$ cat src/secure_region_consts.vh
// Purpose: constants for the secure region host controller
// Assumes: 16-bit word-mode parallel flash bus
// Notes:   addresses are word addresses relative to the device base
`ifndef SECURE_REGION_CONSTS_VH
`define SECURE_REGION_CONSTS_VH

`define ADDR_W            24
`define DATA_W            16
`define ADDR_UNLOCK1      24'h000555
`define ADDR_UNLOCK2      24'h0002AA
`define DATA_UNLOCK1      16'h00AA
`define DATA_UNLOCK2      16'h0055
`define DATA_ENTER        16'h0088
`define DATA_PROG_SETUP   16'h00A0
`define DATA_EXIT3        16'h0090
`define DATA_EXIT4        16'h0000
`define DATA_ID_ENTER     16'h0090
`define DATA_ID_EXIT      16'h00F0
`define ADDR_ID_LOCK      24'h000003
`define LOCK_BIT_POS      7
`define REGION_WORDS      128
`define SERIAL_WORDS      8
`define SECTOR0_LAST      24'h00FFFF
`define POLL_BIT_POS      7
`define CLK_PERIOD_NS     8
`define T_WRITE_NS        70
`define T_READ_NS         110
`define T_RESET_NS        500
`define T_WRITE_CYC       (((`T_WRITE_NS)+(`CLK_PERIOD_NS)-1)/(`CLK_PERIOD_NS))
`define T_READ_CYC        (((`T_READ_NS)+(`CLK_PERIOD_NS)-1)/(`CLK_PERIOD_NS))
`define T_RESET_CYC       (((`T_RESET_NS)+(`CLK_PERIOD_NS)-1)/(`CLK_PERIOD_NS))
`define CMD_ENTER         3'h1
`define CMD_PROGRAM       3'h2
`define CMD_EXIT          3'h3
`define CMD_READ          3'h4
`define CMD_LOCKBIT       3'h5
`define CMD_RESET         3'h6

`endif

$ cat src/bus_cycle.v
// Purpose: one timed write or read cycle on the flash parallel bus
// Assumes: core_clk at 125 MHz, flash inputs synchronous to it
// Notes:   data read is captured at the end of the access time
`timescale 1ns/1ns
`default_nettype none
`include "secure_region_consts.vh"
module bus_cycle
(
  input  wire                 core_clk,
  input  wire                 rstn,
  input  wire                 start,
  input  wire                 isWrite,
  input  wire [`ADDR_W-1:0]   addr,
  input  wire [`DATA_W-1:0]   wdata,
  input  wire [`DATA_W-1:0]   dqIn,
  output reg                  done,
  output reg  [`DATA_W-1:0]   rdata,
  output reg  [`ADDR_W-1:0]   flashAddr,
  output reg  [`DATA_W-1:0]   dqOut,
  output reg                  dqOe,
  output reg                  ceN,
  output reg                  oeN,
  output reg                  weN
);
  localparam integer WR_INT = `T_WRITE_CYC;
  localparam integer RD_INT = `T_READ_CYC;
  localparam [7:0]   WR_CYC = WR_INT[7:0];
  localparam [7:0]   RD_CYC = RD_INT[7:0];
  reg [7:0] cnt_ff;
  reg       busy_ff;

  always @(posedge core_clk or negedge rstn)
  begin
    if (!rstn)
    begin
      cnt_ff    <= 8'h00;
      busy_ff   <= 1'b0;
      done      <= 1'b0;
      rdata     <= 16'h0000;
      flashAddr <= 24'h000000;
      dqOut     <= 16'h0000;
      dqOe      <= 1'b0;
      ceN       <= 1'b1;
      oeN       <= 1'b1;
      weN       <= 1'b1;
    end
    else
    begin
      done <= 1'b0;
      if (!busy_ff && start)
      begin
        busy_ff   <= 1'b1;
        flashAddr <= addr;
        dqOut     <= wdata;
        dqOe      <= isWrite;
        ceN       <= 1'b0;
        weN       <= ~isWrite;
        oeN       <= isWrite;
        cnt_ff    <= isWrite ? WR_CYC : RD_CYC;
      end
      else if (busy_ff)
      begin
        if (cnt_ff > 8'h01)
          cnt_ff <= cnt_ff - 8'h01;
        else
        begin
          // release strobes; write latches on weN rising
          busy_ff <= 1'b0;
          done    <= 1'b1;
          if (!oeN)
            rdata <= dqIn;
          ceN  <= 1'b1;
          oeN  <= 1'b1;
          weN  <= 1'b1;
          dqOe <= 1'b0;
        end
      end
    end
  end
endmodule // bus_cycle
`default_nettype wire

$ cat src/secure_region_host.v
// Purpose: host controller issuing secure region command sequences
// Assumes: word-mode flash, user orders on a plain request port
// Notes:   one order at a time; busy until the order completes
// Operation
// - After reading the lock bit at 03h, the host writes F0h to leave ID mode.
// - Entry is AAh to 555h, 55h to 2AAh, then 88h to 555h.
// - Programming is AAh, 55h, A0h, then the data word, then polling.
// - Exit is AAh to 555h, 55h to 2AAh, 90h to 555h, then 00h anywhere.
`timescale 1ns/1ns
`default_nettype none
`include "secure_region_consts.vh"
module secure_region_host
(
  input  wire                 core_clk,
  input  wire                 rstn,
  input  wire                 cmdValid,
  input  wire [2:0]           cmdCode,
  input  wire [`ADDR_W-1:0]   cmdAddr,
  input  wire [`DATA_W-1:0]   cmdData,
  input  wire [`DATA_W-1:0]   dqIn,
  output reg                  cmdBusy_ff,
  output reg                  cmdDone_ff,
  output reg                  cmdError_ff,
  output reg  [`DATA_W-1:0]   rspData_ff,
  output reg                  regionMode_ff,
  output reg                  lockIndicator_ff,
  output wire [`ADDR_W-1:0]   flashAddr,
  output wire [`DATA_W-1:0]   dqOut,
  output wire                 dqOe,
  output wire                 ceN,
  output wire                 oeN,
  output wire                 weN,
  output reg                  resetN_ff
);
  localparam [3:0] ST_IDLE  = 4'h0;
  localparam [3:0] ST_SEQ   = 4'h1;
  localparam [3:0] ST_WAIT  = 4'h2;
  localparam [3:0] ST_POLL  = 4'h3;
  localparam [3:0] ST_PWAIT = 4'h4;
  localparam [3:0] ST_RST   = 4'h5;
  localparam [3:0] ST_FIN   = 4'h6;
  localparam integer RST_INT = `T_RESET_CYC;
  localparam [9:0] RST_CYC  = RST_INT[9:0];

  reg  [3:0]         state_ff;
  reg  [2:0]         code_ff;
  reg  [2:0]         step_ff;
  reg  [`ADDR_W-1:0] addr_ff;
  reg  [`DATA_W-1:0] data_ff;
  reg  [9:0]         rstCnt_ff;
  reg                start_ff;
  reg                isWr_ff;
  reg  [`ADDR_W-1:0] cycAddr_ff;
  reg  [`DATA_W-1:0] cycData_ff;
  wire               cycDone;
  wire [`DATA_W-1:0] cycRdata;
  reg  [2:0]         nSteps;
  reg  [`ADDR_W-1:0] stepAddr;
  reg  [`DATA_W-1:0] stepData;
  reg                stepWr;
  reg                badOrder;

  bus_cycle u_cycle
  (
    .core_clk  (core_clk),
    .rstn      (rstn),
    .start     (start_ff),
    .isWrite   (isWr_ff),
    .addr      (cycAddr_ff),
    .wdata     (cycData_ff),
    .dqIn      (dqIn),
    .done      (cycDone),
    .rdata     (cycRdata),
    .flashAddr (flashAddr),
    .dqOut     (dqOut),
    .dqOe      (dqOe),
    .ceN       (ceN),
    .oeN       (oeN),
    .weN       (weN)
  );

  // sequence tables: cycle address, data and direction per step
  always @*
  begin
    nSteps   = 3'd1;
    stepAddr = addr_ff;
    stepData = data_ff;
    stepWr   = 1'b1;
    if (step_ff == 3'd0)
    begin
      stepAddr = `ADDR_UNLOCK1;
      stepData = `DATA_UNLOCK1;
    end
    else if (step_ff == 3'd1)
    begin
      stepAddr = `ADDR_UNLOCK2;
      stepData = `DATA_UNLOCK2;
    end
    case (code_ff)
      `CMD_ENTER:
      begin
        nSteps = 3'd3;
        if (step_ff == 3'd2)
        begin
          stepAddr = `ADDR_UNLOCK1;
          stepData = `DATA_ENTER;
        end
      end
      `CMD_PROGRAM:
      begin
        nSteps = 3'd4;
        if (step_ff == 3'd2)
        begin
          stepAddr = `ADDR_UNLOCK1;
          stepData = `DATA_PROG_SETUP;
        end
      end
      `CMD_EXIT:
      begin
        nSteps = 3'd4;
        if (step_ff == 3'd2)
        begin
          stepAddr = `ADDR_UNLOCK1;
          stepData = `DATA_EXIT3;
        end
        else if (step_ff == 3'd3)
          stepData = `DATA_EXIT4;
      end
      `CMD_LOCKBIT:
      begin
        nSteps = 3'd5;
        if (step_ff == 3'd2)
        begin
          stepAddr = `ADDR_UNLOCK1;
          stepData = `DATA_ID_ENTER;
        end
        else if (step_ff == 3'd3)
        begin
          stepAddr = `ADDR_ID_LOCK;
          stepWr   = 1'b0;
        end
        else if (step_ff == 3'd4)
          stepData = `DATA_ID_EXIT;
      end
      `CMD_READ:
      begin
        // a plain read goes to the order address, not an unlock address
        stepAddr = addr_ff;
        stepData = data_ff;
        stepWr   = 1'b0;
      end
      default:
        nSteps = 3'd1;
    endcase
  end

  // program only inside region mode and within the 128-word region
  always @*
  begin
    badOrder = 1'b0;
    if (cmdCode == `CMD_PROGRAM)
      badOrder = !regionMode_ff || (cmdAddr >= `REGION_WORDS);
    else if (cmdCode == `CMD_ENTER)
      badOrder = regionMode_ff;
    else if (cmdCode == `CMD_EXIT || cmdCode == `CMD_LOCKBIT)
      badOrder = (cmdCode == `CMD_EXIT) ? !regionMode_ff : regionMode_ff;
    else if (cmdCode == `CMD_READ)
      badOrder = regionMode_ff && (cmdAddr <= `SECTOR0_LAST)
                 && (cmdAddr >= `REGION_WORDS);
    else if (cmdCode != `CMD_RESET)
      badOrder = 1'b1;
  end

  always @(posedge core_clk or negedge rstn)
  begin
    if (!rstn)
    begin
      state_ff         <= ST_IDLE;
      code_ff          <= 3'h0;
      step_ff          <= 3'h0;
      addr_ff          <= 24'h000000;
      data_ff          <= 16'h0000;
      rstCnt_ff        <= 10'h000;
      start_ff         <= 1'b0;
      isWr_ff          <= 1'b0;
      cycAddr_ff       <= 24'h000000;
      cycData_ff       <= 16'h0000;
      cmdBusy_ff       <= 1'b0;
      cmdDone_ff       <= 1'b0;
      cmdError_ff      <= 1'b0;
      rspData_ff       <= 16'h0000;
      regionMode_ff    <= 1'b0;
      lockIndicator_ff <= 1'b0;
      resetN_ff        <= 1'b0;
    end
    else
    begin
      start_ff   <= 1'b0;
      cmdDone_ff <= 1'b0;
      case (state_ff)
        ST_IDLE:
        begin
          resetN_ff <= 1'b1;
          if (cmdValid)
          begin
            code_ff     <= cmdCode;
            addr_ff     <= cmdAddr;
            data_ff     <= cmdData;
            step_ff     <= 3'h0;
            cmdError_ff <= 1'b0;
            if (badOrder)
            begin
              cmdError_ff <= 1'b1;
              cmdDone_ff  <= 1'b1;
            end
            else if (cmdCode == `CMD_RESET)
            begin
              cmdBusy_ff <= 1'b1;
              resetN_ff  <= 1'b0;
              rstCnt_ff  <= RST_CYC;
              state_ff   <= ST_RST;
            end
            else
            begin
              cmdBusy_ff <= 1'b1;
              state_ff   <= ST_SEQ;
            end
          end
        end
        ST_SEQ:
        begin
          cycAddr_ff <= stepAddr;
          cycData_ff <= stepData;
          isWr_ff    <= stepWr;
          start_ff   <= 1'b1;
          state_ff   <= ST_WAIT;
        end
        ST_WAIT:
          if (cycDone)
          begin
            if (!isWr_ff)
              rspData_ff <= cycRdata;
            if (code_ff == `CMD_LOCKBIT && step_ff == 3'd3)
              lockIndicator_ff <= cycRdata[`LOCK_BIT_POS];
            if (step_ff == nSteps - 3'd1)
              state_ff <= (code_ff == `CMD_PROGRAM) ? ST_POLL : ST_FIN;
            else
            begin
              step_ff  <= step_ff + 3'd1;
              state_ff <= ST_SEQ;
            end
          end
        ST_POLL:
        begin
          cycAddr_ff <= addr_ff;
          isWr_ff    <= 1'b0;
          start_ff   <= 1'b1;
          state_ff   <= ST_PWAIT;
        end
        ST_PWAIT:
          if (cycDone)
          begin
            // toggle-free check: bit seven matches the data when finished
            if (cycRdata[`POLL_BIT_POS] == data_ff[`POLL_BIT_POS])
            begin
              rspData_ff <= cycRdata;
              state_ff   <= ST_FIN;
            end
            else
              state_ff <= ST_POLL;
          end
        ST_RST:
          if (rstCnt_ff > 10'h001)
            rstCnt_ff <= rstCnt_ff - 10'h001;
          else
          begin
            resetN_ff     <= 1'b1;
            regionMode_ff <= 1'b0;
            state_ff      <= ST_FIN;
          end
        ST_FIN:
        begin
          if (code_ff == `CMD_ENTER)
            regionMode_ff <= 1'b1;
          else if (code_ff == `CMD_EXIT)
            regionMode_ff <= 1'b0;
          cmdBusy_ff <= 1'b0;
          cmdDone_ff <= 1'b1;
          state_ff   <= ST_IDLE;
        end
        default:
          state_ff <= ST_IDLE;
      endcase
    end
  end
endmodule // secure_region_host
`default_nettype wire

$ cat config.mk
export PLATFORM = sky130hd
export DESIGN_NAME = secure_region_host
export DESIGN_NICKNAME = d
export VERILOG_FILES = /design/src/bus_cycle.v /design/src/secure_region_host.v
export VERILOG_INCLUDE_DIRS = /design/src
export SDC_FILE = /design/constraint.sdc
export NUM_CORES = 1
export LEC_CHECK = 0
export ABC_AREA = 1
export BUFFER_PORTS_ARGS = -buffer_cell sky130_fd_sc_hd__buf_2
export CELL_PAD_IN_SITES_DETAIL_PLACEMENT = 0
export CELL_PAD_IN_SITES_GLOBAL_PLACEMENT = 1
export CORE_MARGIN = 3
export CORE_UTILIZATION = 28
export DETAILED_ROUTE_END_ITERATION = 12
export PLACE_DENSITY = 0.57
export SLEW_MARGIN = 5
export SYNTH_ARGS = -nofsm -noshare
export SYNTH_HDL_FRONTEND = slang
export SYNTH_SLANG_ARGS = --single-unit
$ cat constraint.sdc
create_clock -name core_clk -period 2.7 [get_ports core_clk]
set_input_delay 0.27 -clock core_clk [delete_from_list [all_inputs] [get_ports core_clk]]
set_output_delay 0.27 -clock core_clk [all_outputs]
set_load 0.01 [all_outputs]
* Yosys cells after proc, flatten, opt, wreduce, memory -nomap -nowiden
Index checks and enable logic that the tools add are counted.
Cells by class: multiplexer cells 86, shift operators 0, multiply operators 0, equal/unequal tests 36, $add $sub $neg 4, div/mod/pow operators 0, order comparisons 4, reduce and logical (&&, ||, !) cells 33, bitwise gates (word level) 4
Operators with widths (number):
- 2-to-1 mux 16 bit | 13
- 2-to-1 mux 24 bit | 5
- one-hot mux 16 bit (5 select lines) | 1
- one-hot mux 24 bit (3 select lines) | 1
- one-hot mux 24 bit (2 select lines) | 1
- 2-to-1 mux 10 bit | 4
- 2-to-1 mux 1 bit | 34
- one-hot mux 16 bit (2 select lines) | 1
- greater-or-equal comparator 24 x 8 -> 1 bit, second input constant | 1
- <= comparator 24 x 16 -> 1 bit, second input constant | 1
- 2-to-1 mux 3 bit | 8
- 2-to-1 mux 8 bit | 3
- one-hot mux 4 bit (6 select lines) | 1
- 2-to-1 mux 4 bit | 5
- one-hot mux 10 bit (2 select lines) | 1
- equality test 3 x 2 -> 1 bit, second input constant | 6
- equality test 3 bit, second input constant | 6
- != test 2 bit, second input constant | 8
- nonzero test 2 bit | 8
- AND reduction 5 bit | 3
- equality test 4 x 3 -> 1 bit, second input constant | 3
- one-hot mux 1 bit (2 select lines) | 6
- > comparator 10 x 1 -> 1 bit, second input constant | 1
- subtractor 10 x 1 -> 10 bit, second input constant | 1
- 24 further kinds | 45
Storage, ports and cells: memories 0, output and inout bits 66, latch bits 0, word-level logic and storage cells 194, bits in read-only memories 0, bits of input ports 62, bits in writable memories 0, bits in registers 194

* Longest topological paths before layout
depth after elaboration 10, depth in mapped cells 12, gate-level depth less buffers 12

* By module
Synthesis repeated with hierarchy kept, for this count alone.
Unflattened totals: cell total of the unflattened synthesis 1098, area, all modules 8919.8 um2
By module, submodules not included:
- secure_region_host | instances 1, seq. area each 3078.0 um2, area an instance 6013.3 um2, cells each 761
- bus_cycle | instances 1, seq. area each 1755.4 um2, area an instance 2906.5 um2, cells each 337

* Worst setup path after synthesis
No wires, ideal clock.
path kind reg2reg, start register step_ff[0], end register cycData_ff[10], setup time 0.065 ns, arrival time 1.641 ns, buffers on the path 0, clock period less this slack 1.706 ns, cell stages (with the launch flop) 12, required time 2.635 ns, setup slack 0.994 ns, cells stage by stage dfrtp_1 -> ha_1 -> ha_1 -> inv_1 -> o21ai_0 -> nand2_1 -> nand2_1 -> nand2_2 -> nand2_4 -> o21ai_4 -> nand3_1 -> nand2_1
Between the ends: cells in the longest elaborated chain, start to end 7, elaborated cells on any way between the ends 15, classes of those cells eq/ne: 4; mux: 10; reduce/logical: 1
Ends and longest elaborated chain:
- start: declaration | line secure_region_host.v:47 | reg [2:0] step_ff;
- start signal: assignment | line secure_region_host.v:249 | step_ff <= step_ff + 3'd1;
- equality test 3 x 1 -> 1 bit | line secure_region_host.v:94 | else if (step_ff == 3'd1)
- 2-to-1 mux 16 bit | line secure_region_host.v:94
- 2-to-1 mux 16 bit | line secure_region_host.v:89 | if (step_ff == 3'd0)
- 2-to-1 mux 16 bit | line secure_region_host.v:142 | else if (step_ff == 3'd4)
- 2-to-1 mux 16 bit | line secure_region_host.v:137 | else if (step_ff == 3'd3)
- 2-to-1 mux 16 bit | line secure_region_host.v:132 | if (step_ff == 3'd2)
- one-hot mux 16 bit (5 select lines) * | line secure_region_host.v:99 | case (code_ff)
- end signal: assignment | line secure_region_host.v:233 | cycData_ff <= stepData;
- end: declaration | line secure_region_host.v:54 | reg [`DATA_W-1:0] cycData_ff;
Every way passes the cells marked *; elsewhere a longest branch is shown, timed or not. A chain may end at the register's enable or synchronous reset.

* Worst setup path after layout
start register step_ff[0], end register cycAddr_ff[13]
Between the ends: cells in the longest elaborated chain, start to end 7, elaborated cells on any way between the ends 11, classes of those cells eq/ne: 3; mux: 7; reduce/logical: 1
Ends and longest elaborated chain:
- equality test 3 x 1 -> 1 bit | line secure_region_host.v:94
- 2-to-1 mux 24 bit | line secure_region_host.v:94
- 2-to-1 mux 24 bit | line secure_region_host.v:89
- 2-to-1 mux 24 bit | line secure_region_host.v:137
- 2-to-1 mux 24 bit | line secure_region_host.v:132
- one-hot mux 24 bit (3 select lines) * | line secure_region_host.v:99
- one-hot mux 24 bit (2 select lines) * | line secure_region_host.v:200 | case (state_ff)
- end signal: assignment | line secure_region_host.v:232 | cycAddr_ff <= stepAddr;
- end signal: assignment | line secure_region_host.v:255 | cycAddr_ff <= addr_ff;
- end: declaration | line secure_region_host.v:53 | reg [`ADDR_W-1:0] cycAddr_ff;
Marked as above.

==> impl_results.md <==
- Routed Antenna Nets: 0
- P_leak: 5.363 nW
- Leading post-synthesis cells by cell area: dfrtp_1 (55%), nand2_1 (14%), o21ai_0 (6.8%)
- Sw frac: 42.14%
- Clock transition at path regs: 0.09 ns
- Post-CTS Resized: 0
- Req. time, crit path: 3.07 ns
- Reg-to-Reg End: cycAddr_ff[13]
- Area share of fa/ha/maj cells after synthesis: 1.731%
- EDFF count, synth: 0
- R2R depth: 9
- Slew @ Worst Pin: approximately 0.63 ns
- Internal Pwr Total: ~0.0070 W
- Reg power frac: 40.3%
- Sequential area share after synthesis: 55.71%
- Commonest cells in the netlist: nand2_1 (318), dfrtp_1 (190), o21ai_0 (118)
- Share of total power in combinational logic: 37.8%
- R2r setup slk: between 0.5 and 0.6 ns
- H-tree Lvls: 4
- Final nets: between 1000 and 1500
- Hold Path End: data_ff[13]
- Critical path class: register to register
- Predominant post-synthesis flop cell: dfrtp_1
- Syn Std Cell Area: 8676 um^2
- Largest net degree at the start of global routing: roughly 70
- Fin crit period: 2.172 ns
- CTS max path bufs: 2
- Hold Vio Cnt, Final: 0
- Outcome: completed
- Ys Warns: 0
- Reg2Reg Launch Point: step_ff[0]
- Die W: 182.0 um
- Max Cap Viol: 0
- Post-synthesis mux area share: 0.1154%
- Worst Clk Skew: 0.01798 ns
- Vias/cell: between 4 and 5
- DP HPWL: 16.51 mm
- RSZ-0062 raised after global routing: false
- DIE AREA: roughly 33000 um^2
- Hold_ws: 0.03938 ns
- Worst Setup End Kind: register
- Hold path cells: 3
- Register bit total from synthesis: 193
- IO buf count: 127
- Initial Utilization: 28.81%
- Core area: 30110 um^2
- GRT overflow: 0
- VDD IR-drop max: 459.2 uV
- Ratio of cells with drive above 1 in the final layout: between 10% and 20%
- Drt drc: 0
- Chip Height: 182.0 um
- Vias: approximately 6900
- Rows: 63
- GPL Wtd Cong: 0.8214
- First-pass GRT wire length: roughly 37 mm
- Clock sinks: 193
- Total GRT Usage: 13.93%
- CTS Buf Count: 17
- Simple-Gate Fraction of Synth Area: 22.24%
- Async S/R FF share, synth: 100.0%
- Crit share post-route: 80.45%
- Setup Fix Bufs, Post-CTS: 0
- Area Overhead vs Synth: 19.93%
- Vias in the first global route: between 6000 and 7000
- N_diodes: 0
- Hold_buf cts: 1
- Fmax: 460.4 MHz
- Worst EP arrival: between 2 and 3 ns
- Slew Viols, Final: 0
- Final setup TNS: 0 ns
- Area fraction of the dominant cell type after synthesis: 54.80%
- Post-synth top area cell: dfrtp_1
- I/O pin total: 128
- Synthesized area per cell: between 8 and 9 um^2
- Startpoint types: register
- Post-Synthesis Net Count: ~1100
- Crit-path max FO: 13
- Final setup violation count: 0
- 1st-pass router iterations: 4
- Initial antenna violation count: 0
- DRT Wirelength: 22.79 mm
- Hold path startpoint: cmdData[13]
- Max-slew headroom: 57.90%
- Clock root buffer: clkbuf_16
- Synth Area in Compound Gates: between 10% and 20%
- Largest family of logic cells by synthesized area: simple AND/OR/NAND/NOR gates
- Iter 0 DRT Violations: 402
- Worst skew pair latency: about 0.44 ns
- Cell area power density: 1159 nW/um^2
- Xor-xnor portion of the synthesized cell area: 0.8076%
- Most frequent cell after synthesis: nand2_1
- Cell count after synthesis: around 1000
- TritonCTS clock tree: built
- Worst hold path type: primary input to register
- Switching power: about 0.0051 W
- Unique cell type count in the Yosys netlist: 42
- Drt wl/cell: 14.57 um
- Clock power frac: between 20 and 25%
-- worst max path at each step --
stage / from / end / slack [ns] / cells after the start
3_3_place_gp: step_ff[0] / cycAddr_ff[16] / 0.66 / 9
3_5_place_dp: step_ff[0] / cycAddr_ff[13] / 0.56 / 9
4_1_cts: step_ff[0] / cycAddr_ff[13] / 0.55 / 9
6_report: step_ff[0] / cycAddr_ff[13] / 0.53 / 9
5_1_grt: step_ff[0] / cycAddr_ff[19] / 0.40 / 9
2_1_floorplan: step_ff[0] / cycData_ff[10] / 0.99 / 11
-- power groups by stage --
stage	registers, W	clock network, W	logic [W]
finish	0.00486	0.00264	0.00456
global route	0.00503	0.00285	0.00527
CTS	0.00488	0.00274	0.00465
detailed placement	0.00493	0	0.00462
global placement	0.00492	0	0.00461
floorplan	0.00494	0	0.00302
-- per-stage QoR --
step	cell area, um^2	worst slack, ns	utilization, %	total power, W	std cells
floorplan	8676	0.9937	-	0.007954	1034
finish	10410	0.5279	34.56	0.01206	1564
CTS	10410	0.5469	34.56	0.01226	1564
global route	10410	0.3984	34.56	0.01316	1564
detailed placement	9776	0.5599	32.46	0.009549	1531
global placement	9776	0.6627	32.46	0.009529	1531
-- state kept, by name, indices dropped and copies added (netlist names), 3 cells and up --
| register | cells |
|---|---|
| addr_ff | 24 |
| code_ff | 3 |
| cycAddr_ff | 24 |
| cycData_ff | 16 |
| data_ff | 16 |
| rspData_ff | 16 |
| rstCnt_ff | 10 |
| state_ff | 3 |
| step_ff | 3 |
| u_cycle.cnt_ff | 8 |
| u_cycle.dqOut | 16 |
| u_cycle.flashAddr | 24 |
| u_cycle.rdata | 16 |
-- per-layer routing --
| layer | up-vias | track usage [%] | routed length, um |
|---|---|---|---|
| met5 | - | 0 | 0 |
| met3 | 20 | 2.704 | 770 |
| met2 | 101 | 22.76 | 10750 |
| met4 | 0 | 3.839 | 326 |
| met1 | 3235 | 18.91 | 10940 |
| li1 | 3548 | - | - |
-- logic make-up after synthesis --
kind of cell / after synthesis
simple gates: 474
buf+inv: 155
mux: 1
flops: 193
xor+xnor: 8
compound gates: 191
fa+ha+maj: 12
-- worst max-delay path: stages, from the launching register on --
cell     delay [ns]
dfrtp_1        0.44
inv_1          0.09
ha_1           0.23
nand2_2        0.11
inv_1          0.17
a21oi_2        0.18
nand2_1        0.10
o21ai_2        0.51
nand3_1        0.16
o21ai_0        0.11
-- layout make-up --
class                      count  area (um^2)
clock buffer                  17        425.4
clock inverter                15        193.9
fill                        3241        19710
inverter                     123        461.7
multi-input combinational    686         3233
sequential                   193         4833
tap                          390        488.0
timing repair buffer         140        769.5
-- cells in the final DEF (no fill, tap or decap), drive strengths merged --
| cell type | Yosys | layout |
|---|---|---|
| nand2 | 327 | 327 |
| dfrtp | 190 | 190 |
| buf | 14 | 138 |
| inv | 123 | 131 |
| o21ai | 128 | 128 |
| nor2 | 74 | 74 |
| nand3 | 59 | 59 |
| a21oi | 42 | 42 |
| clkbuf | 18 | 18 |
| ha | 12 | 12 |
| nor3 | 7 | 7 |
| xor2 | 7 | 7 |
| a22oi | 7 | 7 |
| clkinv | 0 | 7 |
| nand4 | 4 | 4 |
| or2 | 3 | 3 |
| dfstp | 3 | 3 |
| o22ai | 2 | 2 |
| o221ai | 2 | 2 |
| a31oi | 2 | 2 |
| o31ai | 1 | 1 |
| a31o | 1 | 1 |
| xnor2 | 1 | 1 |
| o2111ai | 1 | 1 |
| a32o | 1 | 1 |
| o21bai | 1 | 1 |
| a21boi | 1 | 1 |
| mux2i | 1 | 1 |
| o21a | 1 | 1 |
| o211ai | 1 | 1 |
| dlygate4sd3 | 0 | 1 |
No activity file was read; power rests on OpenSTA's default activity.
